[src/design/icfc_pkg.sv]
// Package: constants, register layouts and bus carriers of the field codec
package icfc_pkg;

	// Register byte offsets
	localparam logic [7:0] OFS_CTRL    = 8'h00;
	localparam logic [7:0] OFS_HDR     = 8'h04;
	localparam logic [7:0] OFS_TXDIG   = 8'h08;
	localparam logic [7:0] OFS_RATEREQ = 8'h0c;
	localparam logic [7:0] OFS_PEER    = 8'h10;
	localparam logic [7:0] OFS_TXRATE  = 8'h14;
	localparam logic [7:0] OFS_RXSTAT  = 8'h18;
	localparam logic [7:0] OFS_RXADDR  = 8'h1c;
	localparam logic [7:0] OFS_RXDIG   = 8'h20;
	localparam logic [7:0] OFS_RXRATE  = 8'h24;

	// Writable bits per register; the rest read as zero
	localparam logic [31:0] CTRL_WMASK = 32'h003f_073f;
	localparam logic [31:0] HDR_WMASK  = 32'h3f3f_3f0f;
	localparam logic [31:0] DIG_WMASK  = 32'h0fff_ffff;
	localparam logic [31:0] RATE_WMASK = 32'h007f_ffff;
	localparam logic [31:0] PEER_WMASK = 32'hbf07_3f0f;
	localparam logic [31:0] REG_RST    = 32'h0000_0000;
	localparam int          RXSTAT_NEW = 0;

	// Bus answers
	localparam logic [1:0] RESP_OKAY   = 2'b00;
	localparam logic [1:0] RESP_SLVERR = 2'b10;

	// Operating mode codes
	localparam logic [2:0] MODE0    = 3'b000;
	localparam logic [2:0] MODE1    = 3'b001;
	localparam logic [2:0] MODE2    = 3'b010;
	localparam logic [2:0] MODE3    = 3'b011;
	localparam logic [2:0] MODE_NEG = 3'b111;

	// Rates in bit/s and the 63/64 overhead scaling
	localparam logic [31:0] BASE64_BPS   = 32'd64000;
	localparam logic [31:0] BASE56_BPS   = 32'd56000;
	localparam logic [31:0] SUB_STEP_BPS = 32'd8000;
	localparam logic [31:0] EFF_NUM      = 32'd63;
	localparam int          EFF_SHIFT    = 6;
	localparam logic [5:0]  MUL_MAX      = 6'd63;
	localparam logic [2:0]  SUB_UNUSED   = 3'b111;

	// Digit codes
	localparam logic [3:0] DIG_NINE  = 4'h9;
	localparam logic [3:0] DIG_END   = 4'hc;
	localparam logic [3:0] DIG_RSVD  = 4'hd;
	localparam logic [3:0] DIG_CAUSE = 4'he;
	localparam logic [3:0] DIG_PAD   = 4'hf;

	// Cause, revision, frame geometry
	localparam logic [5:0] CAUSE_MAX_DEF = 6'd13;
	localparam logic [2:0] VER_UNUSED    = 3'b111;
	localparam logic [2:0] VER_ISSUE1    = 3'h0;
	localparam logic [3:0] FRAME_OCT     = 4'd10;
	localparam logic [3:0] FRAME_LAST    = 4'd9;
	localparam int         NUM_DIGITS    = 7;

	// Control register layout
	typedef struct packed {
		logic [9:0] rsv2;
		logic [5:0] cause;
		logic [4:0] rsv1;
		logic [2:0] digit_count;
		logic [1:0] rsv0;
		logic       eq_done;
		logic       maker;
		logic       cause_en;
		logic       ver_unused;
		logic       loop_req;
		logic       loop_en;
	} icfc_ctrl_t;

	// Local header layout
	typedef struct packed {
		logic [1:0] rsv3;
		logic [5:0] chidx;
		logic [1:0] rsv2;
		logic [5:0] xsel;
		logic [1:0] rsv1;
		logic [5:0] subaddr;
		logic [3:0] rsv0;
		logic       rsel;
		logic [2:0] mode;
	} icfc_hdr_t;

	// Peer header layout, filled from earlier received octets
	typedef struct packed {
		logic       maker;
		logic       rsv3;
		logic [5:0] chidx;
		logic [4:0] rsv2;
		logic [2:0] sub_mul;
		logic [1:0] rsv1;
		logic [5:0] mul;
		logic [3:0] rsv0;
		logic       rsel;
		logic [2:0] mode;
	} icfc_peer_t;

	// AXI4-Lite request and answer
	typedef struct packed {
		logic [7:0]  awaddr;
		logic        awvalid;
		logic [31:0] wdata;
		logic [3:0]  wstrb;
		logic        wvalid;
		logic        bready;
		logic [7:0]  araddr;
		logic        arvalid;
		logic        rready;
	} icfc_axil_req_t;

	typedef struct packed {
		logic        awready;
		logic        wready;
		logic [1:0]  bresp;
		logic        bvalid;
		logic        arready;
		logic [31:0] rdata;
		logic [1:0]  rresp;
		logic        rvalid;
	} icfc_axil_rsp_t;

endpackage

[src/design/icfc_codec.sv]
// Information-channel late-field encoder, decoder and rate arithmetic
//
// Local design decisions: the AXI4-Lite register port and the register offsets.
`timescale 1ns/1ps

module icfc_codec #(
	parameter logic [2:0]  LOCAL_VER = icfc_pkg::VER_ISSUE1,
	// Arbitrary neutral maker identifier
	parameter logic [27:0] MAKER_ID  = 28'h0102030
) (
	// Clock, reset, enable
	input  wire logic                     clk,
	input  wire logic                     resetn,
	input  wire logic                     clk_en,
	// Register bus
	input  wire icfc_pkg::icfc_axil_req_t axi_req,
	output icfc_pkg::icfc_axil_rsp_t      axi_rsp,
	// Received octet stream, octet 7 first
	input  wire logic [7:0]               rx_octet,
	input  wire logic                     rx_valid,
	input  wire logic                     rx_first,
	output logic                          rx_frame_done,
	// Transmitted octet stream
	input  wire logic                     tx_ready,
	output logic [7:0]                    tx_octet,
	output logic                          tx_valid,
	output logic                          tx_first,
	// Loopback state toward the datapath
	output logic                          loop_active
);
	import icfc_pkg::*;

	// Register state
	icfc_ctrl_t  ctrl_q;
	icfc_hdr_t   hdr_q;
	icfc_peer_t  peer_q;
	logic [31:0] txdig_q;
	logic [31:0] ratereq_q;

	// Bus state
	logic        aw_hold_q;
	logic        w_hold_q;
	logic [7:0]  awaddr_q;
	logic [31:0] wdata_q;
	logic [3:0]  wstrb_q;
	logic        bvalid_q;
	logic [1:0]  bresp_q;
	logic        rvalid_q;
	logic [31:0] rdata_q;
	logic [1:0]  rresp_q;
	logic        wr_fire;

	// Link state
	logic [3:0]  tx_idx_q;
	logic [7:0]  tx_octet_q;
	logic        tx_valid_q;
	logic        tx_first_q;
	logic [7:0]  tx_frame_q [0:9];
	logic [7:0]  tx_build [0:9];
	logic [3:0]  tx_dig [0:6];
	logic        cause_ok;
	logic [3:0]  rx_idx_q;
	logic [7:0]  rx_buf_q [0:9];
	logic        rx_done_q;
	logic        rx_upd_q;

	// Decoded receive state
	logic        rx_new_q;
	logic [22:0] rx_stat_q;
	logic [5:0]  rx_sub_q;
	logic [5:0]  rx_xsel_q;
	logic [27:0] rx_dig_q;
	logic [2:0]  rx_cnt;
	logic        rx_bad;
	logic [2:0]  agreed_ver;

	// Rate results
	logic [5:0]  tx_rm_q;
	logic [2:0]  tx_sm_q;
	logic [6:0]  tx_n_q;
	logic [22:0] rx_a_q;
	logic [6:0]  rx_n_q;
	logic [8:0]  split;

	// Bearer rate from the select bit
	function automatic logic [31:0] base_bps(input logic b);
		return b ? BASE64_BPS : BASE56_BPS;
	endfunction

	// Application rate from multipliers
	function automatic logic [31:0] app_rate(input logic [2:0] m,
		input logic b, input logic [5:0] rm, input logic [2:0] sm);
		logic [31:0] base;
		base = {26'h0, rm} * base_bps(b);
		case (m)
			MODE0, MODE1: return base;
			// Exact: every bearer rate divides by 64
			MODE2: return (base * EFF_NUM) >> EFF_SHIFT;
			MODE3: return base + {29'h0, sm} * SUB_STEP_BPS;
			default: return 32'h0;
		endcase
	endfunction

	// Channel count; Mode 3 rounds up over 63/64 rate
	function automatic logic [6:0] chan_count(input logic [2:0] m,
		input logic b, input logic [5:0] rm, input logic [2:0] sm);
		logic [31:0] eff63;
		logic [31:0] q;
		eff63 = EFF_NUM * base_bps(b);
		q = ((app_rate(m, b, rm, sm) << EFF_SHIFT) + eff63 - 32'd1)
			/ eff63;
		case (m)
			MODE0, MODE1, MODE2: return {1'b0, rm};
			MODE3: return q[6:0];
			default: return 7'h0;
		endcase
	endfunction

	// Multipliers from a requested rate, saturating at 63
	function automatic logic [8:0] rate_split(input logic [2:0] m,
		input logic b, input logic [31:0] a);
		logic [31:0] q;
		logic [31:0] rem;
		logic [5:0]  rm;
		if (m == MODE2)
			q = (a << EFF_SHIFT) / (EFF_NUM * base_bps(b));
		else
			q = a / base_bps(b);
		rm = (q > {26'h0, MUL_MAX}) ? MUL_MAX : q[5:0];
		rem = (a - {26'h0, rm} * base_bps(b)) / SUB_STEP_BPS;
		if (m == MODE3)
			return {rm, rem[2:0]};
		else
			return {rm, SUB_UNUSED};
	endfunction

	// Byte-enable merge
	function automatic logic [31:0] wmerge(input logic [31:0] old,
		input logic [31:0] d, input logic [3:0] s);
		logic [31:0] r;
		r = old;
		for (int i = 0; i < 4; i++)
			if (s[i])
				r[8*i +: 8] = d[8*i +: 8];
		return r;
	endfunction

	// Bus handshakes; a write runs once both halves are held
	assign wr_fire = aw_hold_q && w_hold_q && !bvalid_q;
	assign axi_rsp.awready = !aw_hold_q && !bvalid_q;
	assign axi_rsp.wready  = !w_hold_q && !bvalid_q;
	assign axi_rsp.bvalid  = bvalid_q;
	assign axi_rsp.bresp   = bresp_q;
	assign axi_rsp.arready = !rvalid_q;
	assign axi_rsp.rvalid  = rvalid_q;
	assign axi_rsp.rdata   = rdata_q;
	assign axi_rsp.rresp   = rresp_q;

	// Write channel capture and response
	always_ff @(posedge clk or negedge resetn)
	begin
		if (!resetn) begin
			aw_hold_q <= 1'b0;
			w_hold_q  <= 1'b0;
			awaddr_q  <= 8'h00;
			wdata_q   <= 32'h0;
			wstrb_q   <= 4'h0;
			bvalid_q  <= 1'b0;
			bresp_q   <= RESP_OKAY;
		end else if (clk_en) begin
			if (axi_req.awvalid && axi_rsp.awready) begin
				aw_hold_q <= 1'b1;
				awaddr_q  <= axi_req.awaddr;
			end
			if (axi_req.wvalid && axi_rsp.wready) begin
				w_hold_q <= 1'b1;
				wdata_q  <= axi_req.wdata;
				wstrb_q  <= axi_req.wstrb;
			end
			if (wr_fire) begin
				aw_hold_q <= 1'b0;
				w_hold_q  <= 1'b0;
				bvalid_q  <= 1'b1;
				// Read-only words accept writes silently
				bresp_q <= ({awaddr_q[7:2], 2'b00} <= OFS_RXRATE)
					? RESP_OKAY : RESP_SLVERR;
			end else if (bvalid_q && axi_req.bready) begin
				bvalid_q <= 1'b0;
			end
		end
	end

	// Software-written registers
	always_ff @(posedge clk or negedge resetn)
	begin
		if (!resetn) begin
			ctrl_q    <= REG_RST;
			hdr_q     <= REG_RST;
			peer_q    <= REG_RST;
			txdig_q   <= REG_RST;
			ratereq_q <= REG_RST;
		end else if (clk_en && wr_fire) begin
			case ({awaddr_q[7:2], 2'b00})
				OFS_CTRL: ctrl_q <= wmerge(ctrl_q, wdata_q, wstrb_q)
					& CTRL_WMASK;
				OFS_HDR: hdr_q <= wmerge(hdr_q, wdata_q, wstrb_q)
					& HDR_WMASK;
				OFS_TXDIG: txdig_q <= wmerge(txdig_q, wdata_q, wstrb_q)
					& DIG_WMASK;
				OFS_RATEREQ: ratereq_q <= wmerge(ratereq_q, wdata_q,
					wstrb_q) & RATE_WMASK;
				OFS_PEER: peer_q <= wmerge(peer_q, wdata_q, wstrb_q)
					& PEER_WMASK;
				default: ;
			endcase
		end
	end

	// Read channel; unmapped words answer with an error
	always_ff @(posedge clk or negedge resetn)
	begin
		if (!resetn) begin
			rvalid_q <= 1'b0;
			rdata_q  <= 32'h0;
			rresp_q  <= RESP_OKAY;
		end else if (clk_en) begin
			if (axi_req.arvalid && !rvalid_q) begin
				rvalid_q <= 1'b1;
				rresp_q  <= RESP_OKAY;
				case ({axi_req.araddr[7:2], 2'b00})
					OFS_CTRL:    rdata_q <= ctrl_q;
					OFS_HDR:     rdata_q <= hdr_q;
					OFS_TXDIG:   rdata_q <= txdig_q;
					OFS_RATEREQ: rdata_q <= ratereq_q;
					OFS_PEER:    rdata_q <= peer_q;
					OFS_TXRATE:  rdata_q <= {9'h0, tx_n_q, 5'h0,
						tx_sm_q, 2'h0, tx_rm_q};
					OFS_RXSTAT:  rdata_q <= {8'h0, rx_stat_q,
						rx_new_q};
					OFS_RXADDR:  rdata_q <= {18'h0, rx_xsel_q, 2'h0,
						rx_sub_q};
					OFS_RXDIG:   rdata_q <= {4'h0, rx_dig_q};
					OFS_RXRATE:  rdata_q <= {1'b0, rx_n_q, 1'b0,
						rx_a_q};
					default:
					begin
						rdata_q <= 32'h0;
						rresp_q <= RESP_SLVERR;
					end
				endcase
			end else if (rvalid_q && axi_req.rready) begin
				rvalid_q <= 1'b0;
			end
		end
	end

	// Cause allowed only in negotiation without numbers or id
	assign cause_ok = ctrl_q.cause_en && (hdr_q.chidx == 6'h0)
		&& !ctrl_q.maker && (ctrl_q.digit_count == 3'h0);

	// Outgoing octets 7 to 16
	always_comb
	begin
		for (int k = 0; k < NUM_DIGITS; k++) begin
			if (hdr_q.chidx != 6'h0)
				tx_dig[k] = txdig_q[27-4*k -: 4];
			else if (ctrl_q.maker)
				tx_dig[k] = MAKER_ID[27-4*k -: 4];
			else if (cause_ok)
				tx_dig[k] = (k == 0) ? DIG_CAUSE : DIG_END;
			else if (k < ctrl_q.digit_count)
				tx_dig[k] = txdig_q[27-4*k -: 4];
			else
				tx_dig[k] = DIG_END;
		end
		tx_build[0] = {1'b1, ctrl_q.eq_done,
			ctrl_q.loop_req,
			ctrl_q.loop_en,
			ctrl_q.ver_unused ? VER_UNUSED : LOCAL_VER,
			1'b1};
		tx_build[1] = {1'b1, hdr_q.subaddr, 1'b1};
		tx_build[2] = {1'b1, hdr_q.xsel, 1'b1};
		for (int k = 0; k < NUM_DIGITS; k++)
			tx_build[3+k] = {3'b111, tx_dig[k], 1'b1};
		// Rate fields are untouched, so add/delete can carry it
		if (cause_ok)
			tx_build[4] = {1'b1, ctrl_q.cause, 1'b1};
	end

	// Transmit sequencer; frame snapshot avoids mid-frame tearing
	always_ff @(posedge clk or negedge resetn)
	begin
		if (!resetn) begin
			tx_idx_q   <= 4'h0;
			tx_octet_q <= 8'hff;
			tx_valid_q <= 1'b0;
			tx_first_q <= 1'b0;
			tx_frame_q <= '{default: 8'hff};
		end else if (clk_en) begin
			tx_valid_q <= tx_ready;
			if (tx_ready) begin
				tx_first_q <= (tx_idx_q == 4'h0);
				if (tx_idx_q == 4'h0) begin
					tx_frame_q <= tx_build;
					tx_octet_q <= tx_build[0];
				end else begin
					tx_octet_q <= tx_frame_q[tx_idx_q];
				end
				tx_idx_q <= (tx_idx_q == FRAME_LAST) ? 4'h0
					: tx_idx_q + 4'h1;
			end
		end
	end

	assign tx_octet    = tx_octet_q;
	assign tx_valid    = tx_valid_q;
	assign tx_first    = tx_first_q;
	assign loop_active = ctrl_q.loop_en;

	// Receive collection; stray octets wait for a first marker
	always_ff @(posedge clk or negedge resetn)
	begin
		if (!resetn) begin
			rx_idx_q  <= FRAME_OCT;
			rx_buf_q  <= '{default: 8'hff};
			rx_done_q <= 1'b0;
			rx_upd_q  <= 1'b0;
		end else if (clk_en) begin
			rx_done_q <= rx_valid && !rx_first
				&& (rx_idx_q == FRAME_LAST);
			rx_upd_q  <= rx_done_q;
			if (rx_valid && rx_first) begin
				rx_buf_q[0] <= rx_octet;
				rx_idx_q    <= 4'h1;
			end else if (rx_valid && (rx_idx_q < FRAME_OCT)) begin
				rx_buf_q[rx_idx_q] <= rx_octet;
				rx_idx_q <= rx_idx_q + 4'h1;
			end
		end
	end

	assign rx_frame_done = rx_upd_q;

	// Received digit count and reserved-code check
	always_comb
	begin
		rx_cnt = 3'd7;
		rx_bad = 1'b0;
		for (int k = NUM_DIGITS - 1; k >= 0; k--) begin
			if (rx_buf_q[3+k][4:1] == DIG_END)
				rx_cnt = k[2:0];
		end
		for (int k = 0; k < NUM_DIGITS; k++) begin
			if ((k < rx_cnt) && (rx_buf_q[3+k][4:1] == DIG_RSVD))
				rx_bad = 1'b1;
		end
	end

	// Lower revision wins; an unused field keeps our own
	assign agreed_ver = (rx_buf_q[0][3:1] == VER_UNUSED) ? LOCAL_VER
		: (rx_buf_q[0][3:1] < LOCAL_VER) ? rx_buf_q[0][3:1]
		: LOCAL_VER;

	// Decoded fields latch once per complete frame
	always_ff @(posedge clk or negedge resetn)
	begin
		if (!resetn) begin
			rx_stat_q <= 23'h0;
			rx_sub_q  <= 6'h0;
			rx_xsel_q <= 6'h0;
			rx_dig_q  <= 28'h0;
		end else if (clk_en && rx_done_q) begin
			rx_stat_q[0] <= rx_buf_q[0][5];
			rx_stat_q[1] <= rx_buf_q[0][4];
			rx_stat_q[2] <= rx_buf_q[0][3:1] != VER_UNUSED;
			rx_stat_q[5:3] <= rx_buf_q[0][3:1];
			rx_stat_q[8:6] <= agreed_ver;
			// Negotiation digits only with index zero
			rx_stat_q[9] <= (peer_q.chidx == 6'h0) && !peer_q.maker
				&& (rx_buf_q[3][4:1] == DIG_CAUSE);
			rx_stat_q[10] <= (rx_buf_q[4][6:1] != 6'h0)
				&& (rx_buf_q[4][6:1] <= CAUSE_MAX_DEF);
			rx_stat_q[16:11] <= rx_buf_q[4][6:1];
			rx_stat_q[17] <= (peer_q.chidx == 6'h0) && !peer_q.maker;
			rx_stat_q[18] <= (peer_q.chidx == 6'h0)
				&& peer_q.maker;
			rx_stat_q[21:19] <= rx_cnt;
			rx_stat_q[22] <= rx_bad;
			rx_sub_q  <= rx_buf_q[1][6:1];
			rx_xsel_q <= rx_buf_q[2][6:1];
			for (int k = 0; k < NUM_DIGITS; k++)
				rx_dig_q[27-4*k -: 4] <= rx_buf_q[3+k][4:1];
		end
	end

	// New-frame flag: a frame in the clearing cycle wins
	always_ff @(posedge clk or negedge resetn)
	begin
		if (!resetn)
			rx_new_q <= 1'b0;
		else if (clk_en) begin
			if (rx_done_q)
				rx_new_q <= 1'b1;
			else if (wr_fire && ({awaddr_q[7:2], 2'b00} == OFS_RXSTAT)
				&& wstrb_q[0] && wdata_q[RXSTAT_NEW])
				rx_new_q <= 1'b0;
		end
	end

	assign split = rate_split(hdr_q.mode, hdr_q.rsel, ratereq_q);

	// Rate arithmetic, refreshed every enabled cycle
	always_ff @(posedge clk or negedge resetn)
	begin
		if (!resetn) begin
			tx_rm_q <= 6'h0;
			tx_sm_q <= 3'h0;
			tx_n_q  <= 7'h0;
			rx_a_q  <= 23'h0;
			rx_n_q  <= 7'h0;
		end else if (clk_en) begin
			tx_rm_q <= split[8:3];
			tx_sm_q <= split[2:0];
			tx_n_q  <= chan_count(hdr_q.mode, hdr_q.rsel,
				split[8:3], split[2:0]);
			// Largest rate fits 23 bits, so the cut loses nothing
			rx_a_q  <= 23'(app_rate(peer_q.mode, peer_q.rsel,
				peer_q.mul, peer_q.sub_mul));
			rx_n_q  <= chan_count(peer_q.mode, peer_q.rsel,
				peer_q.mul, peer_q.sub_mul);
		end
	end

endmodule // icfc_codec

[config.mk]
export PLATFORM = sky130hd
export DESIGN_NAME = icfc_codec
export DESIGN_NICKNAME = d
export VERILOG_FILES = /design/src/design/icfc_pkg.sv /design/src/design/icfc_codec.sv
export SDC_FILE = /design/constraint.sdc
export NUM_CORES = 2
export LEC_CHECK = 0
export BUFFER_PORTS_ARGS = -buffer_cell sky130_fd_sc_hd__buf_4
export CAP_MARGIN = 40
export CELL_PAD_IN_SITES_DETAIL_PLACEMENT = 1
export CELL_PAD_IN_SITES_GLOBAL_PLACEMENT = 2
export CORE_AREA = 3 3 410 412
export DETAILED_ROUTE_END_ITERATION = 12
export DIE_AREA = 0 0 413 415
export PLACE_DENSITY = 0.75
export SYNTH_ARGS = -nofsm -noshare
export SYNTH_HDL_FRONTEND = slang
export SYNTH_SLANG_ARGS = --single-unit
[constraint.sdc]
create_clock -name clk -period 93.5 [get_ports clk]
set_input_delay 9.35 -clock clk [delete_from_list [all_inputs] [get_ports clk]]
set_output_delay 9.35 -clock clk [all_outputs]
set_load 0.01 [all_outputs]
==> impl_summary.md <==
Worst setup path
STA puts the critical path data arrival time at 73.56 ns. The dominant cell type by count on the critical path is sky130_fd_sc_hd__ha_1. Counting cells, the worst reg-to-reg path comes to 266. STA puts the critical path data required time at around 94 ns. The category of the critical setup timing path is reg -> reg. Along the worst path, the maximum fanout reaches 48. The slowest stage cell on the critical path is sky130_fd_sc_hd__o311ai_2. The type of destination of the critical path is a flip-flop. The stage delay of the slowest cell on the critical path is just under 0.8 ns. The sort of element at the start of the critical path is a flip-flop.

Cells and area
In the final design database the tool counted slightly below 8000 nets. Of the cells placed in the final design, the portion with a size suffix greater than 1 is around an eighth. From synthesis to final layout, the design area changed by 8.76%.

Yosys
Counting every instance in the synthesized netlist gives 7236. Dividing the synthesized area by the synthesized cell count gives 7.94 µm². The area share of the largest cell type after synthesis is a little over an eighth.

Yosys attributes the largest share of cell area to sky130_fd_sc_hd__dfrtp_1 13%, sky130_fd_sc_hd__ha_1 9.7%, sky130_fd_sc_hd__mux2_2 6.0%. The area of the mapped netlist is ~57000 µm². During synthesis, Yosys emitted a total of 0 warnings. The share of synthesized flip-flops with an asynchronous set or reset is 100%. The synthesized design contains 0 enable-type register cells. In this run, distinct cell masters in the synthesized netlist total 134. The largest area contributor in the netlist is sky130_fd_sc_hd__dfrtp_1. The prevailing post-synth register cell is sky130_fd_sc_hd__dfrtp_1. The most used standard cell by instance count after synthesis is sky130_fd_sc_hd__nand2_1. In this run, synthesis produced a sequential element count of 402. Sorting the synthesized cells by how often they occur yields 671 x sky130_fd_sc_hd__nand2_1, 627 x sky130_fd_sc_hd__nor2_1, 505 x sky130_fd_sc_hd__inv_1, 445 x sky130_fd_sc_hd__ha_1, 440 x sky130_fd_sc_hd__a21oi_1. The sequential element share of the synthesized area is 17.7%.

Global routing
The pin count of the biggest net entering global routing is 80. The total overflow left after global routing is 0. The first global-routing pass estimated between 300 and 400 mm of wire.

In the global route stage, overall resource usage came out at 24.4%. The via count of the first global-routing pass is between 50000 and 60000. The number of antenna violations at the first check in global routing came to 17.

Worst hold path
The cell count of the worst hold path is 2. The worst hold path class is reg -> reg.

Placed design
The congestion estimate from routability-driven global placement came to 0.918. Summed over all nets, the half-perimeter wirelength after detailed placement is 177 mm. Input and output buffers added on the ports amount to 114.

STA
In the finished design, the share of the clock period the worst path needs comes to 78.2%. The worst path needs 73.14 ns of the cycle, external delays included. The final hold violation count is 0.

The remaining max-slew budget at the tightest pin is 24.5%. The max-slew violation count is 0. The total negative slack is 0 ns. Setup repair after global routing left no endpoint under its margin. At the pin with the least slew margin, the transition time is 1.13 ns. The maximum achievable frequency is 13.7 MHz. The largest clock skew in the final design is 0.0290 ns.

The count of endpoints failing setup in the final report is 0.

Clocking
Once the clock tree was built, the setup fixing pass inserted 0 buffers. The quantity of gates resized following cts is 0. The maximum buffer depth of the clock tree is 3. In this run, post-CTS hold repair placed 0 buffers. The clock latency reported for the late side of the worst-skew pair is 0.58 ns. In this run, CTS created clock tree buffers numbering 40. The buffer cell driving the clock tree root is sky130_fd_sc_hd__clkbuf_16.

TritonCTS built the clock tree. CTS built an H-tree with a depth of 2. Counting every sink on the clock net gives about 400. The clock-pin transition on the worst setup and hold timing paths is 0.07 ns.

Floorplan
The area of the core is 165000 µm². The placement row count is between 100 and 150. The horizontal die dimension is 413 µm. The height of the die is 415 µm. The starting utilization of the core area is 34.9%. The number of top-level pins is 124. The full die area is approximately 170000 µm².

Detailed routing
For this block, the routed nets add up to 217 mm of wire. The total via count in the routed design is around 56000. The remaining antenna violation count after routing is 0.

In the routed design, unresolved DRC markers number 0. For this block, the initial DRC count from the detailed router was 4177. The average routed wire per standard cell is roughly 23 µm.

The first-pass iteration count of the detailed router is 6. The number of vias per cell after detailed routing is about 6.

Run status
The flow ran to the end, and the final reports show no timing, DRC or antenna violations.

Flow run
The number of violations of the max-capacitance limit is 0.
## area by class of cell
cell class | instances | area [µm²]
flip-flops and latches | 402 | 10200
well taps | 2189 | 2740
inverters | 508 | 1910
fillers | 20000 | 102000
clock buffers | 52 | 1120
multi-input cells | 6088 | 44500
diodes | 6 | 15.0
repair buffers | 234 | 1810
clock inverters | 22 | 256
## cells by family (layout without fill, tap and decap cells)
| group | Yosys count | after routing | synth area share [%] |
|---|---|---|---|
| flip-flops | 402 | 402 | 17.7 |
| AND/OR/NAND/NOR | 2407 | 2407 | 20.3 |
| buffers and inverters | 747 | 816 | 5.00 |
| multiplexers | 457 | 457 | 8.81 |
| AO/OA/AOI/OAI | 2159 | 2159 | 26.4 |
| other | 1 | 8 | 0.00652 |
| adder cells (fa/ha/maj) | 584 | 584 | 14.5 |
| XOR/XNOR | 479 | 479 | 7.30 |
## layout by cell type (no fill, tap or decap), types with 183 or more instances in the layout
master	netlist	final
sky130_fd_sc_hd__a21oi_1	440	440
sky130_fd_sc_hd__buf_4	8	211
sky130_fd_sc_hd__dfrtp_1	300	298
sky130_fd_sc_hd__ha_1	445	445
sky130_fd_sc_hd__inv_1	505	504
sky130_fd_sc_hd__mux2_2	305	305
sky130_fd_sc_hd__nand2_1	671	670
sky130_fd_sc_hd__nand3_1	211	208
sky130_fd_sc_hd__nor2_1	627	624
sky130_fd_sc_hd__nor3_1	185	183
sky130_fd_sc_hd__o21ai_0	421	420
sky130_fd_sc_hd__xnor2_1	337	337
## routing by layer
layer | GRT usage, % | wire (µm) | up-vias
met4 | 3.76 | 3430 | 0
li1 | - | - | 26700
met1 | 37.6 | 110000 | 28300
met3 | 2.98 | 11600 | 170
met2 | 36.6 | 91900 | 1231
met5 | 0 | 0 | -
## metrics by stage
stage / instances / util [%] / setup slack (ns) / area, µm² / hold slack [ns]
after floorplan: 7237 / - / 29.05 / 57500 / 0.433
after global placement: 9390 / 36.9 / 21.27 / 60800 / 0.443
after detailed placement: 9417 / 37.1 / 20.59 / 61100 / 0.448
after CTS: 9491 / 37.9 / 20.30 / 62500 / 0.457
after global routing: 9499 / 37.9 / 13.61 / 62500 / 0.485
final: 9501 / 37.9 / 20.36 / 62500 / 0.455
## sequential cells by signal, indices dropped and copies added, names as in the netlist, 6 cells and up
name	cells
tx_frame_q	46
tx_rm_q	6
txdig_q	28
ratereq_q	23
tx_octet	7
ctrl_q	14
peer_q	20
wdata_q	31
rx_sub_q	6
tx_n_q	7
rdata_q	32
rx_stat_q	16
awaddr_q	6
rx_dig_q	28
hdr_q	22
rx_a_q	23
rx_xsel_q	6
rx_buf_q	47
rx_n_q	7
## path summary, 6_finish.rpt
check / from / endpoint / slack, ns
max: hdr_q[3] / tx_n_q[0] / 20.36
min: tx_frame_q[34] / tx_frame_q[34] / 0.45
max reg2reg: hdr_q[3] / tx_n_q[0] / 20.36
min reg2reg: tx_frame_q[34] / tx_frame_q[34] / 0.45
max in group asynchronous: resetn / rx_buf_q[65] / 81.94
min in group asynchronous: resetn / bvalid_q / 8.72
## critical path, delay by kind of cell, from the launching register on
family	cells	cell delay [ns]
buf+inv	21	3.67
fa+ha+maj	29	10.32
flops	1	0.75
compound gates	122	35.32
xor+xnor	19	4.71
mux	8	2.59
simple gates	67	15.47
Power is left out: the tool's default activity adds up to more than one toggle a clock period on the data nets, which glitch-free logic cannot reach.
